File: src/include/jtp_tap_regs.vh
`ifndef JTP_TAP_REGS_VH
`define JTP_TAP_REGS_VH

// ==========================================================
// widths
`define JTP_IR_W          4
`define JTP_DR_W          32

// ==========================================================
// instruction codes
`define JTP_INS_EXTEST    4'h0
`define JTP_INS_IDCODE    4'h1
`define JTP_INS_SAMPLE    4'h2
`define JTP_INS_USERCODE  4'h3
`define JTP_INS_CHIPTAP   4'h4
`define JTP_INS_FUSE      4'h5
`define JTP_INS_BYPASS    4'hF
`define JTP_IR_CAPTURE    4'h1

// ==========================================================
// security register bits and fields
`define JTP_SEC_PORT_OFF  0
`define JTP_SEC_BOOT_FUSE 5
`define JTP_SEC_FUSE_OFF  13
`define JTP_UTAG_HI       31
`define JTP_UTAG_LO       22
`define JTP_UNUSED_W      6
`define JTP_REV_W         16

// ==========================================================
// arbitrary identity values, not taken from any real part
`define JTP_ID_VERSION    4'h1
`define JTP_ID_PART       16'h0A5C
`define JTP_ID_MAKER      11'h2B5
`define JTP_REV_VALUE     16'h0001

`endif

File: src/rtl/jtp_sync.v
`default_nettype none
// ==========================================================
// two-stage synchroniser for one pin
module jtp_sync (
  input  wire ref_clk_i,
  input  wire arst_n_i,
  input  wire d_i,
  output reg  q_o
);
  reg meta;

  // first stage feeds only the second
  always @(posedge ref_clk_i or negedge arst_n_i) begin
    if (!arst_n_i) begin
      meta <= 1'b0;
      q_o  <= 1'b0;
    end else begin
      meta <= d_i;
      q_o  <= meta;
    end
  end
endmodule // jtp_sync
`default_nettype wire

File: src/rtl/jtp_test_port.v
`include "jtp_tap_regs.vh"
`default_nettype none
// ==========================================================
// test access port with chip tap path, boot gate
module jtp_test_port (
  input  wire        ref_clk_i,
  input  wire        arst_n_i,
  input  wire        tck_i,
  input  wire        tms_i,
  input  wire        tdi_i,
  input  wire        trst_n_i,
  output reg         tdo_o,
  output reg         tdo_oe_n_o,
  input  wire [31:0] sec_reg_i,
  input  wire [31:0] bscan_pins_i,
  output reg  [31:0] bscan_out_o,
  output reg         bscan_extest_o,
  output reg         chip_tck_o,
  output reg         chip_tms_o,
  output reg         chip_tdi_o,
  output reg         chip_trst_n_o,
  input  wire        chip_tdo_i,
  input  wire [31:0] fuse_rdata_i,
  output reg         fuse_req_o,
  output reg  [31:0] fuse_wdata_o,
  input  wire        pll_lock_i,
  output reg         boot_go_o,
  output reg         boot_fuse_o
);

  // ========================================================
  // controller states
  localparam [3:0] ST_TLR    = 4'h0;
  localparam [3:0] ST_RTI    = 4'h1;
  localparam [3:0] ST_SELDR  = 4'h2;
  localparam [3:0] ST_CAPDR  = 4'h3;
  localparam [3:0] ST_SHDR   = 4'h4;
  localparam [3:0] ST_EX1DR  = 4'h5;
  localparam [3:0] ST_PADR   = 4'h6;
  localparam [3:0] ST_EX2DR  = 4'h7;
  localparam [3:0] ST_UPDDR  = 4'h8;
  localparam [3:0] ST_SELIR  = 4'h9;
  localparam [3:0] ST_CAPIR  = 4'hA;
  localparam [3:0] ST_SHIR   = 4'hB;
  localparam [3:0] ST_EX1IR  = 4'hC;
  localparam [3:0] ST_PAIR   = 4'hD;
  localparam [3:0] ST_EX2IR  = 4'hE;
  localparam [3:0] ST_UPDIR  = 4'hF;

  // ========================================================
  // pin synchronisers
  localparam NSYNC = 6;
  wire [NSYNC-1:0] raw_in;
  wire [NSYNC-1:0] syn;
  assign raw_in = {pll_lock_i, chip_tdo_i, trst_n_i, tdi_i, tms_i, tck_i};

  genvar gi;
  generate
    for (gi = 0; gi < NSYNC; gi = gi + 1) begin : g_sync
      jtp_sync u_sync (
        .ref_clk_i (ref_clk_i),
        .arst_n_i  (arst_n_i),
        .d_i       (raw_in[gi]),
        .q_o       (syn[gi])
      );
    end
  endgenerate

  wire tck_s      = syn[0];
  wire tms_s      = syn[1];
  wire tdi_s      = syn[2];
  wire trst_n_s   = syn[3];
  wire chip_tdo_s = syn[4];
  wire lock_s     = syn[5];

  // ========================================================
  // test clock edge detection
  reg tck_d;
  always @(posedge ref_clk_i or negedge arst_n_i) begin
    if (!arst_n_i) begin
      tck_d <= 1'b0;
    end else begin
      tck_d <= tck_s;
    end
  end
  wire tck_rise = tck_s & ~tck_d;
  wire tck_fall = ~tck_s & tck_d;

  // test logic reset: pin low or port disabled
  wire tap_rst = ~trst_n_s | sec_reg_i[`JTP_SEC_PORT_OFF];
  wire fuse_off = sec_reg_i[`JTP_SEC_FUSE_OFF];

  // ========================================================
  // identity and user words
  wire [31:0] id_word = {`JTP_ID_VERSION, `JTP_ID_PART, `JTP_ID_MAKER, 1'b1};
  wire [31:0] user_word = {sec_reg_i[`JTP_UTAG_HI:`JTP_UTAG_LO],
                           {`JTP_UNUSED_W{1'b0}}, `JTP_REV_VALUE};

  // ========================================================
  // controller next state
  reg [3:0] state;
  reg [3:0] next_state;
  always @* begin
    case (state)
      ST_TLR:   next_state = tms_s ? ST_TLR   : ST_RTI;
      ST_RTI:   next_state = tms_s ? ST_SELDR : ST_RTI;
      ST_SELDR: next_state = tms_s ? ST_SELIR : ST_CAPDR;
      ST_CAPDR: next_state = tms_s ? ST_EX1DR : ST_SHDR;
      ST_SHDR:  next_state = tms_s ? ST_EX1DR : ST_SHDR;
      ST_EX1DR: next_state = tms_s ? ST_UPDDR : ST_PADR;
      ST_PADR:  next_state = tms_s ? ST_EX2DR : ST_PADR;
      ST_EX2DR: next_state = tms_s ? ST_UPDDR : ST_SHDR;
      ST_UPDDR: next_state = tms_s ? ST_SELDR : ST_RTI;
      ST_SELIR: next_state = tms_s ? ST_TLR   : ST_CAPIR;
      ST_CAPIR: next_state = tms_s ? ST_EX1IR : ST_SHIR;
      ST_SHIR:  next_state = tms_s ? ST_EX1IR : ST_SHIR;
      ST_EX1IR: next_state = tms_s ? ST_UPDIR : ST_PAIR;
      ST_PAIR:  next_state = tms_s ? ST_EX2IR : ST_PAIR;
      ST_EX2IR: next_state = tms_s ? ST_UPDIR : ST_SHIR;
      default:  next_state = tms_s ? ST_SELDR : ST_RTI;
    endcase
  end

  // ========================================================
  // state, instruction and shift registers
  reg [`JTP_IR_W-1:0] ir;
  reg [`JTP_IR_W-1:0] ir_sh;
  reg [`JTP_DR_W-1:0] dr;
  reg                 bypass_bit;

  wire sel_bypass = (ir == `JTP_INS_BYPASS) ||
                    ((ir == `JTP_INS_FUSE) && fuse_off);
  wire sel_chip   = (ir == `JTP_INS_CHIPTAP);
  wire sel_scan   = (ir == `JTP_INS_EXTEST) || (ir == `JTP_INS_SAMPLE);
  wire sel_fuse   = (ir == `JTP_INS_FUSE) && !fuse_off;

  always @(posedge ref_clk_i or negedge arst_n_i) begin
    if (!arst_n_i) begin
      state      <= ST_TLR;
      ir         <= `JTP_INS_IDCODE;
      ir_sh      <= {`JTP_IR_W{1'b0}};
      dr         <= {`JTP_DR_W{1'b0}};
      bypass_bit <= 1'b0;
    end else if (tap_rst) begin
      state      <= ST_TLR;
      ir         <= `JTP_INS_IDCODE;
      ir_sh      <= {`JTP_IR_W{1'b0}};
      dr         <= {`JTP_DR_W{1'b0}};
      bypass_bit <= 1'b0;
    end else begin
      if (tck_rise) begin
        state <= next_state;
        case (state)
          ST_CAPIR: ir_sh <= `JTP_IR_CAPTURE;
          ST_SHIR:  ir_sh <= {tdi_s, ir_sh[`JTP_IR_W-1:1]};
          ST_CAPDR: begin
            bypass_bit <= 1'b0;
            if (ir == `JTP_INS_IDCODE)
              dr <= id_word;
            else if (ir == `JTP_INS_USERCODE)
              dr <= user_word;
            else if (sel_scan)
              dr <= bscan_pins_i;
            else if (sel_fuse)
              dr <= fuse_rdata_i;
            else
              dr <= {`JTP_DR_W{1'b0}};
          end
          ST_SHDR: begin
            dr         <= {tdi_s, dr[`JTP_DR_W-1:1]};
            bypass_bit <= tdi_s;
          end
          default: ;
        endcase
      end
      // instruction takes effect on the falling edge in update
      if (tck_fall && state == ST_UPDIR)
        ir <= ir_sh;
      else if (tck_fall && state == ST_TLR)
        ir <= `JTP_INS_IDCODE;
    end
  end

  // ========================================================
  // serial output changes on falling test clock
  wire shifting = (state == ST_SHIR) || (state == ST_SHDR);
  always @(posedge ref_clk_i or negedge arst_n_i) begin
    if (!arst_n_i) begin
      tdo_o      <= 1'b0;
      tdo_oe_n_o <= 1'b1;
    end else if (tap_rst) begin
      tdo_o      <= 1'b0;
      tdo_oe_n_o <= 1'b1;
    end else if (tck_fall) begin
      tdo_oe_n_o <= ~shifting;
      if (state == ST_SHIR)
        tdo_o <= ir_sh[0];
      else if (sel_chip)
        tdo_o <= chip_tdo_s;
      else if (sel_bypass)
        tdo_o <= bypass_bit;
      else
        tdo_o <= dr[0];
    end
  end

  // ========================================================
  // boundary scan outputs and fuse requests
  always @(posedge ref_clk_i or negedge arst_n_i) begin
    if (!arst_n_i) begin
      bscan_out_o    <= {`JTP_DR_W{1'b0}};
      bscan_extest_o <= 1'b0;
      fuse_req_o     <= 1'b0;
      fuse_wdata_o   <= {`JTP_DR_W{1'b0}};
    end else if (tap_rst) begin
      bscan_extest_o <= 1'b0;
      fuse_req_o     <= 1'b0;
    end else begin
      fuse_req_o     <= 1'b0;
      bscan_extest_o <= (ir == `JTP_INS_EXTEST);
      if (tck_fall && state == ST_UPDDR) begin
        if (sel_scan)
          bscan_out_o <= dr;
        if (sel_fuse) begin
          fuse_req_o   <= 1'b1;
          fuse_wdata_o <= dr;
        end
      end
    end
  end

  // ========================================================
  // path to inner chip tap
  always @(posedge ref_clk_i or negedge arst_n_i) begin
    if (!arst_n_i) begin
      chip_tck_o    <= 1'b0;
      chip_tms_o    <= 1'b1;
      chip_tdi_o    <= 1'b0;
      chip_trst_n_o <= 1'b0;
    end else begin
      chip_trst_n_o <= ~tap_rst;
      chip_tck_o    <= tck_s & sel_chip & ~tap_rst;
      chip_tms_o    <= tms_s;
      chip_tdi_o    <= tdi_s;
    end
  end

  // ========================================================
  // boot start after clock multiplier lock
  always @(posedge ref_clk_i or negedge arst_n_i) begin
    if (!arst_n_i) begin
      boot_go_o   <= 1'b0;
      boot_fuse_o <= 1'b0;
    end else if (!boot_go_o && lock_s) begin
      boot_go_o   <= 1'b1;
      boot_fuse_o <= sec_reg_i[`JTP_SEC_BOOT_FUSE];
    end
  end

endmodule // jtp_test_port
`default_nettype wire

File: config.mk
export PLATFORM = sky130hd
export DESIGN_NAME = jtp_test_port
export DESIGN_NICKNAME = d
export VERILOG_FILES = /design/src/rtl/jtp_sync.v /design/src/rtl/jtp_test_port.v
export VERILOG_INCLUDE_DIRS = /design/src /design/src/include
export SDC_FILE = /design/constraint.sdc
export NUM_CORES = 1
export LEC_CHECK = 0
export ABC_CLOCK_PERIOD_IN_PS = 4970
export BUFFER_PORTS_ARGS = -buffer_cell sky130_fd_sc_hd__buf_2
export CAP_MARGIN = 20
export CORE_MARGIN = 3
export CORE_UTILIZATION = 56
export CTS_BUF_LIST = sky130_fd_sc_hd__clkbuf_16
export DETAILED_ROUTE_END_ITERATION = 8
export PLACE_DENSITY = 0.92
export SKIP_LAST_GASP = 1
export SYNTH_ARGS = -nofsm -noshare
export SYNTH_HDL_FRONTEND = slang
export SYNTH_HIERARCHICAL = 1
export SYNTH_SLANG_ARGS = --single-unit
export TNS_END_PERCENT = 5
File: constraint.sdc
create_clock -name ref_clk_i -period 4.97 [get_ports ref_clk_i]
set_clock_uncertainty 0.15 [all_clocks]
set_input_delay 0.2485 -clock ref_clk_i [delete_from_list [all_inputs] [get_ports ref_clk_i]]
set_output_delay 0.2485 -clock ref_clk_i [all_outputs]
set_load 0.03 [all_outputs]
Word-level counts from Yosys, hierarchy flattened
Cells that the tools add are included.
{ "totals": {"reg_bits": 132, "out_inout_bits": 74, "word_cells": 126} }
{ "classes": {"n_eq_ne": 20, "n_mux": 42, "bitwise": 10, "n_reduce_logical": 24} }
{ "op_table": {"columns": ["cell", "n"], "rows": [
  ["32-bit two-way mux", 6],
  ["32-bit one-hot mux with 2 select lines", 1],
  ["4-bit two-way mux", 11],
  ["4-bit one-hot mux with 11 select lines", 1],
  ["4-bit equality test (second input constant)", 9],
  ["4-bit by 3-bit equality test with 1-bit output (second input constant)", 6],
  ["4-bit by 2-bit equality test with 1-bit output (second input constant)", 4],
  ["1-bit two-way mux", 16],
  ["3-bit nonzero test", 3],
  ["4-bit logical NOT", 2],
  ["4-bit one-hot mux with 2 select lines", 1],
  ["1-bit logical AND", 6],
  ["2-bit two-way mux", 3],
  ["3-bit two-way mux", 2],
  ["3-bit AND reduction", 2],
  ["1-bit NOT", 5],
  ["1-bit bitwise AND", 4],
  ["4-bit by 1-bit equality test with 1-bit output (second input constant)", 1],
  ["2-bit AND reduction", 2],
  ["2-bit nonzero test", 2],
  ["2-bit OR reduction", 2],
  ["1-bit logical OR", 3],
  ["1-bit logical NOT", 2],
  ["1-bit one-hot mux with 2 select lines", 1],
  ["1-bit OR", 1]
]} }

Logic depth before layout (Yosys ltp)
Gate-level depths: netlist of run 1.
{ "depth": {"ltp_word": 9, "mapped_depth": 8, "mapped_depth_nobuf": 5} }

Modules after synthesis
The synthesis of run 1 kept the hierarchy.
{ "by_module_without_submodules": {"columns": ["module", "instances", "cells_each", "area_each_um2", "seq_area_each_um2"], "rows": [
  ["jtp_test_port", 1, 530, 5860.6, 3006.6],
  ["jtp_sync", 6, 2, 50.0, 50.0]
]} }

Worst setup path after synthesis of run 1
No wires, ideal clock.
{ "synth_path": {"path_kind": "register to register", "from": "register ir[0]", "to": "register fuse_wdata_o[10]", "arrival_ns": 1.942, "setup_slack_ns": 2.751, "stages_incl_launch_ff": 9, "synth_period_minus_slack_ns": 2.219, "cell_sequence": "dfstp_2 buf_2 and4bb_4 and2_1 buf_6 and4_4 buf_6 buf_12 mux2_1"} }
{ "synth_via": {"elab_chain_len": 3} }
{ "synth_rtl": {"columns": ["item", "line", "text"], "rows": [
  ["start, declared", "jtp_test_port.v:126", "reg [`JTP_IR_W-1:0] ir;"],
  ["start signal, assigned", "jtp_test_port.v:140", "ir <= `JTP_INS_IDCODE;"],
  ["start signal, assigned", "jtp_test_port.v:146", "ir <= `JTP_INS_IDCODE;"],
  ["start signal, assigned", "jtp_test_port.v:178", "ir <= ir_sh;"],
  ["4-bit by 3-bit equality test with 1-bit output (no source line)", null, null],
  ["1-bit logical AND", "jtp_test_port.v:135", "wire sel_fuse = (ir == `JTP_INS_FUSE) && !fuse_off;"],
  ["3-bit AND reduction (no source line)", null, null],
  ["end signal, assigned", "jtp_test_port.v:214", "fuse_wdata_o <= {`JTP_DR_W{1'b0}};"],
  ["end signal, assigned", "jtp_test_port.v:226", "fuse_wdata_o <= dr;"],
  ["end, declared", "jtp_test_port.v:25", "output reg [31:0] fuse_wdata_o,"]
]} }
Every way passes these cells.
A chain may end at the register's enable or synchronous reset.

Worst setup path in the final report of run 1
{ "layout_path": {"from": "register ir[0]", "to": "register dr[19]"} }
{ "layout_via": {"elab_chain_len": 9} }
{ "layout_rtl": {"columns": ["item", "line", "text"], "rows": [
  ["4-bit by 3-bit equality test with 1-bit output (no source line)", null, null],
  ["1-bit logical AND", "jtp_test_port.v:135", null],
  ["32-bit two-way mux", "jtp_test_port.v:164", "else if (sel_fuse)"],
  ["32-bit two-way mux", "jtp_test_port.v:162", "else if (sel_scan)"],
  ["32-bit two-way mux", "jtp_test_port.v:160", "else if (ir == `JTP_INS_USERCODE)"],
  ["32-bit two-way mux *", "jtp_test_port.v:158", "if (ir == `JTP_INS_IDCODE)"],
  ["32-bit one-hot mux with 2 select lines *", "jtp_test_port.v:153", "case (state)"],
  ["32-bit two-way mux *", "jtp_test_port.v:151", "if (tck_rise) begin"],
  ["32-bit two-way mux *", "jtp_test_port.v:144", "end else if (tap_rst) begin"],
  ["end signal, assigned", "jtp_test_port.v:148", "dr <= {`JTP_DR_W{1'b0}};"],
  ["end signal, assigned", "jtp_test_port.v:159", "dr <= id_word;"],
  ["end signal, assigned", "jtp_test_port.v:161", "dr <= user_word;"],
  ["end, declared", "jtp_test_port.v:128", "reg [`JTP_DR_W-1:0] dr;"]
]} }
Every way passes the cells marked *; elsewhere a longest branch is shown, timed or not. The select of a mux whose other input is x is not followed.

==> metrics.md, run 1 <==
| Metric | Value |
|---|---|
| Post-CTS sizing | `0` |
| Drt drc | `0` |
| CTS buffer count | `17` |
| RSZ-0062 raised after global routing | `no` |
| Setup violations, final | `0` |
| Vias | `5282` |
| CTS root buffer | `clkbuf_16` |
| I/O pins | `178` |
| PD cells | `310.2 nW/um2` |
| Starting DRT DRC Count | `623` |
| Syn avg cell area | `11.37 um2` |
| Pre-Repair DR Iteration Count | `6` |
| Post-Syn Instances | `542` |
| Wire per inst | `20.23 um` |
| Worst slew pin tran | `0.9736 ns` |
| MaxCap Viol Count | `0` |
| Hold Vio Cnt, Final | `0` |
| Die Ht | `110.9 um` |
| Leakage power | `0.003794 uW` |
| Fmax | `342.2 MHz` |
| FFs w/ async S/R, synth | `1.000` |
| WP data required | `5.09 ns` |
| H-tree depth | `4` |
| Clock Latency Late Sink | `0.41 ns` |
| Synthesis Warnings | `6` |
| Worst Setup Start Kind | `register` |
| Max clock buf depth | `2` |
| Port Buf Inserts | `158` |
| CORE AREA | `10510 um2` |
| Post-synthesis sequential area ratio | `0.5368` |
| EDFF count, synth | `0` |
| Rows | `37` |
| Combinational share of power | `0.044` |
| Die Wd | `110.9 um` |
| Area growth syn-to-layout | `23.48%` |
| Sequential Power Share | `0.463` |
| Mapped Nets | `646` |
| CTS tree | `yes` |
| Worst Hold Margin | `0.003380 ns` |
| Starting density of the core | `0.5863` |
| Total GRT Usage | `0.2749` |
| Most common cell after layout, fill and taps aside | `buf_2` |
| Slew Limit Fails | `0` |
| # nets final | `796` |
| Setup ws final | `2.048 ns` |
| Layout fillers | `709` |
| Worst Setup End Kind | `register` |
| Critical setup path kind | `register to register` |
| HP Class | `input pin to register` |
| Flop and latch count out of synthesis | `132` |
| Cell internal pwr | `1849 uW` |
| Outcome | `finished clean` |
| Unique masters post-synth | `56` |
| Post-route ant nets | `0` |
| Multi-input logic area | `2554 um2` |
| FF+latch area | `3307 um2` |
| Clock-pin slew on the worst setup and hold paths | `0.06 ns` |
| Initial antenna violation count | `0` |
| Drt total wl | `17010 um` |
| Total power | `2360 uW` |
| Post-Syn Area | `6161 um2` |
| DPL Wire Length | `11070 um` |
| NetSw | `510.9 uW` |
| Vias/cell | `6.281` |
| Setup TNS | `0 ns` |
| Hold Buf Count CTS | `9` |
| Tcrit/Tclk final | `0.5880` |
| Clock share of power | `0.493` |
| GPL Wtd Cong | `0.8821` |
| Most frequent cells in the layout | `buf_2, dfrtp_1, a21oi_1` |
| Critical path data arrival time | `3.05 ns` |
| Rel. slew slack | `0.3485` |
| Layout cell share with drive strength beyond 1 | `0.3730` |
| First-pass GRT wire length | `27140 um` |
| Largest fanout on the critical path | `18` |
| Crit path time final | `2.922 ns` |
| Die area | `12300 um2` |
| VDD IR max | `0.2173 mV` |
| Setup Fix Bufs, Post-CTS | `0` |
| Most used DFF post-synth | `dfrtp_1` |
| CTS sink count | `132` |
| Final core occ | `0.7239` |
| Largest net degree at the start of global routing | `68` |
| Switching Share | `0.2165` |
| Number of diodes | `0` |
| Total global routing overflow | `0` |
| Pre-CTS setup slack | `1.958 ns` |
| Vias in the first global route | `5426` |
flip-flops by register name, indices dropped and copies added, names as in the netlist, 4 cells and up:
| signal | flops |
|---|---|
| dr | 32 |
| g_sync.u_sync/q_o | 6 |
| state | 4 |
| g_sync.u_sync/meta | 6 |
| bscan_out_o | 32 |
| ir | 4 |
| ir_sh | 4 |
| fuse_wdata_o | 32 |
metrics by stage:
step                      std cells  cell area (um2)
after floorplan                 542             6161
after global placement          797             6918
after detailed placement        797             6918
after CTS                       838             7557
after global routing            841             7607
final                           841             7607
area by class of cell:
type                    instances  area share
inverters                      12    0.005921
clock inverters                15     0.01628
well taps                     136     0.02237
multi-input cells             353      0.3357
repair buffers                176      0.1291
clock buffers                  17     0.05592
flip-flops and latches        132      0.4347
synthesized netlist by cell type (all sizes together) (12+ instances only):
master	count	area share
a21oi	54	0.044
and3	12	0.012
buf	22	0.030
clkbuf	23	0.014
dfrtp	129	0.52
mux2	66	0.13
nand2	19	0.012
nor2	31	0.019
nor3	32	0.027
o21ai	19	0.015
power groups by stage:
stage	Combinational [uW]	Clock (uW)	Sequential, uW
floorplan	28.7	0	1110
global placement	95.4	0	1110
detailed placement	97.8	0	1110
CTS	104	1170	1090
global route	114	1230	1090
finish	105	1160	1090
path summary, 6_finish.rpt:
| check | depth (start not counted) | start | slack [ns] | to |
|---|---|---|---|---|
| setup / recovery | 4 | ir[0]$_DFFE_PN1P_ | 2.05 | dr[19]$_DFFE_PN0P_ |
| hold / removal | 3 | bscan_pins_i[2] | 0.003 | dr[2]$_DFFE_PN0P_ |
| setup reg to reg | 4 | ir[0]$_DFFE_PN1P_ | 2.05 | dr[19]$_DFFE_PN0P_ |
| hold reg to reg | 0 | g_sync[3].u_sync/meta$_DFF_PN0_ | 0.20 | g_sync[3].u_sync/q_o$_DFF_PN0_ |
| max in group asynchronous | 3 | arst_n_i | 3.17 | g_sync[4].u_sync/q_o$_DFF_PN0_ |
| min in group asynchronous | 2 | arst_n_i | 0.23 | state[2]$_DFFE_PN0P_ |
cell families (layout without fill, tap and decap cells):
kind of cell | after synthesis | after routing | share of synthesized area
mux | 69 | 69 | 0.1359
simple gates | 136 | 136 | 0.1174
buf+inv | 57 | 220 | 0.05138
compound gates | 146 | 146 | 0.1558
xor+xnor | 2 | 2 | 0.002844
flops | 132 | 132 | 0.5368
layer usage:
metal	wire, um	up-vias	part of all wire	track usage
met5	0	-	0	0
met1	6587	2593	0.39	0.3382
li1	-	2302	-	-
met2	8387	311	0.49	0.4466
met4	659	0	0.039	0.1396
met3	1379	76	0.081	0.07369
worst max-delay path, cell delays in order, from the launching register on:
cell and delay (ns):
dfstp_2 0.74, clkinv_1 0.51, nor3_2 0.69, or3_1 0.51, o22ai_1 0.18
(Power assumes the default switching activity.)
==> run 2, diff against run 1 <==
Settings changed: ABC_AREA set to 1, ABC_CLOCK_PERIOD_IN_PS 4970 to 2600, CORE_UTILIZATION 56 to 47, PLACE_DENSITY 0.92 to 0.83.
Clock period 4.97 ns to 2.6 ns, I/O delays scaled along.
==> run 2 against run 1 <==
Combinational power is 130% higher. Sequential cell count stayed put. Worst hold slack better by 0.016 ns. Register-to-register slack worse by 2.0 ns. Setup slack worse by 2.0 ns. Non-clock buffer count is 56 higher. Highest routed layer unchanged. Largest cell class unchanged. Synthesized cell count is 50% higher. Sequential share of layout area is 4.1 points lower.
==> metrics.md, run 2 <==
| Metric | Value |
|---|---|
| FFs w/ async S/R, synth | `1.000 (unchanged)` |
| Worst Setup Start Kind | `register` |
| Setup ws final | `0.09142 ns (-1.956 ns)` |
| Critical path data arrival time | `2.71 ns (-0.34 ns)` |
| Largest family of logic cells by synthesized area | `simple AND/OR/NAND/NOR gates` |
| Die Wd | `121.9 um (+9.9%)` |
| CTS root buffer | `clkbuf_16` |
| I/O pins | `178 (unchanged)` |
| Layout fillers | `1081 (+52%)` |
| H-tree depth | `4 (unchanged)` |
| RSZ-0062 raised after global routing | `yes` |
| Layout Cells excl Fill | `1212 (+44%)` |
| DPL Wire Length | `12220 um (+10%)` |
| Outcome | `finished clean` |
| Number of diodes | `0 (unchanged)` |
| Drt total wl | `18590 um (+9.3%)` |
| Most used DFF post-synth | `dfrtp_1` |
| Die area | `14850 um2 (+21%)` |
| Post-Syn Area | `6311 um2 (+2.4%)` |
| Crit path time final | `2.509 ns (-0.4137 ns)` |
| Flop and latch count out of synthesis | `132 (unchanged)` |
| CTS sink count | `132 (unchanged)` |
| Largest net degree at the start of global routing | `65 (-4.4%)` |
| Wire per inst | `15.34 um (-24%)` |
| Fmax | `398.6 MHz (+16%)` |
| Synth Area in XOR/XNOR | `0 (-0.002843)` |
| CTS tree | `yes` |
| Post-Syn Instances | `813 (+50%)` |
| Mux share of post-synthesis cell area | `0.001784 (-0.1341)` |
| PD cells | `549.4 nW/um2 (+77%)` |
| Rows | `41 (+11%)` |
| Total power | `4616 uW (+96%)` |
| Vias/cell | `5.189 (-17%)` |
| Count leader, synth | `nand2_1` |
| # nets final | `1135 (+43%)` |
| Vias in the first global route | `6210 (+14%)` |
| Setup TNS | `0 ns (unchanged)` |
| Max clock buf depth | `2 (unchanged)` |
| Vias | `6289 (+19%)` |
| Drt drc | `0 (unchanged)` |
| EDFF count, synth | `0 (unchanged)` |
| Slew Limit Fails | `0 (unchanged)` |
| Unique masters post-synth | `32 (-43%)` |
| Setup violations, final | `0 (unchanged)` |
| Setup Fix Bufs, Post-CTS | `0 (unchanged)` |
| Tcrit/Tclk final | `0.9648 (+0.3769)` |
| MaxCap Viol Count | `0 (unchanged)` |
| Leakage power | `0.004816 uW (+27%)` |
| Biggest registers after layout | `bscan_out_o: 32 flops, dr: 32 flops, fuse_wdata_o: 32 flops` |
| CTS buffer count | `17 (unchanged)` |
| Top cells by count, synth | `nand2_1, dfrtp_1, inv_1, nor2_1, o21ai_0` |
| Initial antenna violation count | `0 (unchanged)` |
| Mapped Nets | `917 (+42%)` |
| CORE AREA | `12880 um2 (+23%)` |
| HP Class | `input pin to register` |
| WP data required | `2.80 ns (-2.29 ns)` |
| Port Buf Inserts | `158 (unchanged)` |
| First-pass GRT wire length | `30070 um (+11%)` |
| Layout cell share with drive strength beyond 1 | `0.2163 (-0.1567)` |
| GPL Wtd Cong | `0.9484 (+7.5%)` |
| Synthesis Warnings | `6 (unchanged)` |
| Largest fanout on the critical path | `34 (+16)` |
| Starting DRT DRC Count | `515 (-17%)` |
| VDD IR max | `0.4093 mV (+88%)` |
| Dpl cells | `1124 (+41%)` |
| Pre-Repair DR Iteration Count | `5 (-1)` |
| Pre-CTS setup slack | `0.3349 ns (-1.623 ns)` |
| Top cell type's share of synthesized area | `0.5115 (-0.01247)` |
| Compound-gate portion of the synthesized area | `0.1023 (-0.05347)` |
| Syn avg cell area | `7.763 um2 (-32%)` |
| Post-Synth Adder-Cell Area | `0 (unchanged)` |
| Total global routing overflow | `0 (unchanged)` |
| Synth area leaders | `dfrtp_1, nand2_1, inv_1, o21ai_0, a21oi_1` |
| Critical setup path kind | `register to register` |
| Worst slew pin tran | `0.7620 ns (-0.2116 ns)` |
| Clock Latency Late Sink | `0.42 ns (about the same)` |
| Rel. slew slack | `0.4909 (+0.1423)` |
| Post-synthesis sequential area ratio | `0.5240 (-0.01277)` |
| Die Ht | `121.9 um (+9.9%)` |
| Area growth syn-to-layout | `33.13%` |
| Leading area contributor after synthesis | `dfrtp_1` |
| Most frequent cells in the layout | `nand2_1, buf_2, dfrtp_1` |
| Post-route ant nets | `0 (unchanged)` |
| Hold Vio Cnt, Final | `0 (unchanged)` |
| Clock-pin slew on the worst setup and hold paths | `0.06 ns (about the same)` |
| Simple-gate portion of the synthesized area | `0.2881 (+0.1707)` |
| Most common cell after layout, fill and taps aside | `nand2_1` |
| Worst Setup End Kind | `register` |
| Total GRT Usage | `0.2625 (-0.01235)` |
| Starting density of the core | `0.4901 (-0.09612)` |
[run 2: cell types whose count changed after synthesis, moves of 14 or more]
cell	before	now
nand2_1	19	309
inv_1	11	75
nand3_1	6	48
mux2_2	37	1
nor2_1	30	63
o21ai_0	19	51
nor3_1	31	2
mux2_4	17	0
clkbuf_1	23	9
[run 2: repair_timing]
action,in CTS,in global routing
gates resized for setup,0,2
hold buffers,60,0
endpoints found under the setup margin,0,11
endpoints found under the hold margin,88,0
[run 2: per-layer routing]
layer | GRT usage | vias to the layer above | wire length, um
li1 | - | 2986 | -
met1 | 0.3200 | 2985 | 7720
met2 | 0.4334 | 259 | 8811
met3 | 0.06500 | 59 | 1356
met4 | 0.1345 | 0 | 703
met5 | 0 | - | 0
[run 2: logic make-up (layout without fill, tap and decap cells)]
kind of cell	Yosys count	in the layout
and+or+nand+nor	441	441
DFF	132	132
AOI/OAI and AO/OA	121	121
buffers and inverters	118	345
muxes	1	1
[run 2: area by class of cell]
| class | instances | area (um2) | area share |
|---|---|---|---|
| Clock inverter | 11 | 123.9 | 0.01474 |
| Inverter | 85 | 321.6 | 0.03827 |
| Clock buffer | 17 | 425.4 | 0.05063 |
| Sequential cell | 132 | 3307 | 0.3936 |
| Tap cell | 172 | 215.2 | 0.02561 |
| Timing Repair Buffer | 232 | 1515 | 0.1803 |
| Multi-Input combinational cell | 563 | 2494 | 0.2968 |
[run 2: final timing paths]
path / start / to / slack [ns] / cells past startpoint
max: ir[0]$_DFFE_PN1P_ / dr[1]$_DFFE_PN0P_ / 0.09 / 9
min: sec_reg_i[24] / dr[24]$_DFFE_PN0P_ / 0.02 / 7
max reg2reg: ir[0]$_DFFE_PN1P_ / dr[1]$_DFFE_PN0P_ / 0.09 / 9
min reg2reg: g_sync[1].u_sync/meta$_DFF_PN0_ / g_sync[1].u_sync/q_o$_DFF_PN0_ / 0.19 / 0
max in group asynchronous: arst_n_i / fuse_wdata_o[31]$_DFFE_PN0P_ / 1.42 / 3
min in group asynchronous: arst_n_i / bscan_out_o[10]$_DFFE_PN0P_ / 0.07 / 2
[run 2: report_power, final]
group	internal (uW)	switching (uW)	total [uW]
Clock	1460	825	2280
Sequential	2080	10.3	2090
Combinational	109	137	246
[run 2: critical path, stage by stage, from the launching register on]
cell and delay [ns]:
dfstp_2 0.61, nand2_1 0.11, nor2_4 0.12, nand2_4 0.24, inv_4 0.29, nand2_1 0.12, nand2_1 0.08, dlygate4sd3_1 0.59
o21ai_1 0.07, nand2_1 0.06
[run 2: metrics by stage]
step / utilization / cell area [um2] / hold slack [ns]
2_1_floorplan: - / 6311 / -0.3156
3_3_place_gp: 0.5624 / 7242 / -0.03734
3_5_place_dp: 0.5624 / 7242 / -0.03862
4_1_cts: 0.6517 / 8392 / 0.0008274
5_1_grt: 0.6525 / 8402 / 0.04921
6_report: 0.6525 / 8402 / 0.01903
==> run 3, diff against run 2 <==
Settings changed: PLACE_DENSITY 0.83 to 0.81.
==> run 3 against run 2 <==
Worst hold slack got worse by 0.0011 ns. Largest cell class unchanged. Total power is 5.3% higher. Register-to-register slack improved by 0.04 ns. Largest power group unchanged. Highest routed layer unchanged. Die area unchanged. Non-clock buffer count is 2 lower.
==> metrics.md, run 3 (synthesis gave the netlist of run 2 again) <==
| Metric | Value |
|---|---|
| MaxCap Viol Count | `0 (unchanged)` |
| Multi-input logic area | `2494 um2 (unchanged)` |
| Largest net degree at the start of global routing | `67 (+3.1%)` |
| Clock-pin slew on the worst setup and hold paths | `0.06 ns (about the same)` |
| Die Wd | `121.9 um (unchanged)` |
| # nets final | `1133 (-0.18%)` |
| Final core occ | `0.6581 (+0.005636)` |
| Tcrit/Tclk final | `0.9481 (-0.01673)` |
| Port Buf Inserts | `158 (unchanged)` |
| Reg-to-reg slack, setup | `0.13 ns (+0.04 ns)` |
| Setup violations, final | `0 (unchanged)` |
| Fmax | `405.7 MHz (+1.8%)` |
| First-pass GRT wire length | `29540 um (-1.8%)` |
| Starting density of the core | `0.4901 (unchanged)` |
| Slew Limit Fails | `0 (unchanged)` |
| Setup ws final | `0.1349 ns (+0.04351 ns)` |
| Leakage power | `0.004860 uW (+0.92%)` |
| Critical setup path kind | `register to register` |
| FF+latch area | `3307 um2 (unchanged)` |
| Total GRT Usage | `0.2584 (-0.004106)` |
| Critical path data arrival time | `2.66 ns (-0.05 ns)` |
| CTS sink count | `132 (unchanged)` |
| Outcome | `finished clean` |
| Crit path time final | `2.465 ns (-0.04351 ns)` |
| Setup TNS | `0 ns (unchanged)` |
| CTS tree | `yes` |
| Starting DRT DRC Count | `392 (-24%)` |
| Worst slew pin tran | `0.6422 ns (-0.1198 ns)` |
| CTS root buffer | `clkbuf_16` |
| CTS buffer count | `17 (unchanged)` |
| Die Ht | `121.9 um (unchanged)` |
| H-tree depth | `4 (unchanged)` |
| HP Class | `input pin to register` |
| Layout cell share with drive strength beyond 1 | `0.2198 (+0.003424)` |
| Pre-Repair DR Iteration Count | `5 (unchanged)` |
| Clock Latency Late Sink | `0.42 ns (about the same)` |
| Post-route ant nets | `0 (unchanged)` |
| Number of diodes | `0 (unchanged)` |
| Dpl cells | `1123 (-0.089%)` |
| Rel. slew slack | `0.5718 (+0.08099)` |
| CORE AREA | `12880 um2 (unchanged)` |
| PD cells | `573.8 nW/um2 (+4.4%)` |
| Layout Cells excl Fill | `1214 (+0.17%)` |
| WP data required | `2.80 ns (about the same)` |
| Wire per inst | `15.11 um (-1.5%)` |
| Drt total wl | `18350 um (-1.3%)` |
| Worst Setup Start Kind | `register` |
| DPL Wire Length | `11890 um (-2.7%)` |
| Area growth syn-to-layout | `34.28%` |
| Drt drc | `0 (unchanged)` |
| Hold Vio Cnt, Final | `0 (unchanged)` |
| Most common cell after layout, fill and taps aside | `nand2_1` |
| Rows | `41 (unchanged)` |
| Max clock buf depth | `2 (unchanged)` |
| Die area | `14850 um2 (unchanged)` |
| VDD IR max | `0.4745 mV (+16%)` |
| Biggest registers after layout | `bscan_out_o: 32 flops, dr: 32 flops, fuse_wdata_o: 32 flops` |
| Total global routing overflow | `0 (unchanged)` |
| Worst Hold Margin | `0.01790 ns (-0.001130 ns)` |
| Layout fillers | `1037 (-4.1%)` |
| Pre-CTS setup slack | `0.4749 ns (+0.1399 ns)` |
| Vias in the first global route | `6031 (-2.9%)` |
| Worst Setup End Kind | `register` |
| Largest fanout on the critical path | `34 (unchanged)` |
| Vias | `6247 (-0.67%)` |
| I/O pins | `178 (unchanged)` |
| Most frequent cells in the layout | `nand2_1, buf_2, dfrtp_1` |
| Vias/cell | `5.146 (-0.83%)` |
| Initial antenna violation count | `0 (unchanged)` |
| GPL Wtd Cong | `0.8958 (-5.5%)` |
-- run 3: cell types whose count changed in the layout (fill, tap and decap cells not counted), sizes merged --
cell | previous run | this run
bufinv | 3 | 5
inv | 86 | 88
buf | 172 | 171
dlygate4sd3 | 60 | 59
-- run 3: through the flow --
step	total power [uW]	cell area, um2
floorplan	2187	6311
global placement	2320	7247
detailed placement	2323	7247
CTS	4888	8462
global route	5011	8474
finish	4863	8474
-- run 3: path summary, 6_finish.rpt --
check                                                   to  depth (start not counted)                       startpoint
min reg2reg                 g_sync[5].u_sync/q_o$_DFF_PN0_                          0  g_sync[5].u_sync/meta$_DFF_PN0_
min                                     dr[24]$_DFFE_PN0P_                          7                 fuse_rdata_i[24]
max reg2reg                              dr[5]$_DFFE_PN0P_                          9                ir[0]$_DFFE_PN1P_
max in group asynchronous             fuse_req_o$_DFF_PN0_                          3                         arst_n_i
max                                      dr[5]$_DFFE_PN0P_                          9                ir[0]$_DFFE_PN1P_
min in group asynchronous  g_sync[1].u_sync/meta$_DFF_PN0_                          2                         arst_n_i
-- run 3: timing repair --
| item | in CTS | in global routing |
|---|---|---|
| setup buffers | 0 | 0 |
| hold buffers | 59 | 0 |
| setup endpoints to repair | 0 | 15 |
| endpoints found under the hold margin | 168 | 0 |
| gates resized for setup | 0 | 3 |
-- run 3: final cells by class --
class	instances	share of cell area
Timing Repair Buffer	230	0.1782
Inverter	85	0.03824
Clock inverter	15	0.02348
Tap cell	172	0.02539
Clock buffer	17	0.05020
Multi-Input combinational cell	563	0.2943
Sequential cell	132	0.3902
-- run 3: power breakdown --
group	switching, uW	total [uW]	internal [uW]
logic	137	247	109
registers	10.4	2090	2080
clock network	854	2530	1670
-- run 3: metal layers --
metal	track usage	part of all wire	wire length [um]	up-vias
li1	-	-	-	2983
met1	0.3289	0.42	7629	2940
met2	0.4258	0.49	8945	282
met3	0.06964	0.074	1364	42
met4	0.09314	0.022	408	0
met5	0	0	0	-
-- run 3: worst max-delay path, cell delays in order (launching register included) --
cell           delay [ns]
dfstp_2              0.61
nand2_1              0.11
nor2_4               0.12
nand2_4              0.24
inv_6                0.25
nand2_1              0.07
nand2_1              0.08
dlygate4sd3_1        0.59
nor2_1               0.05
o21ai_1              0.11
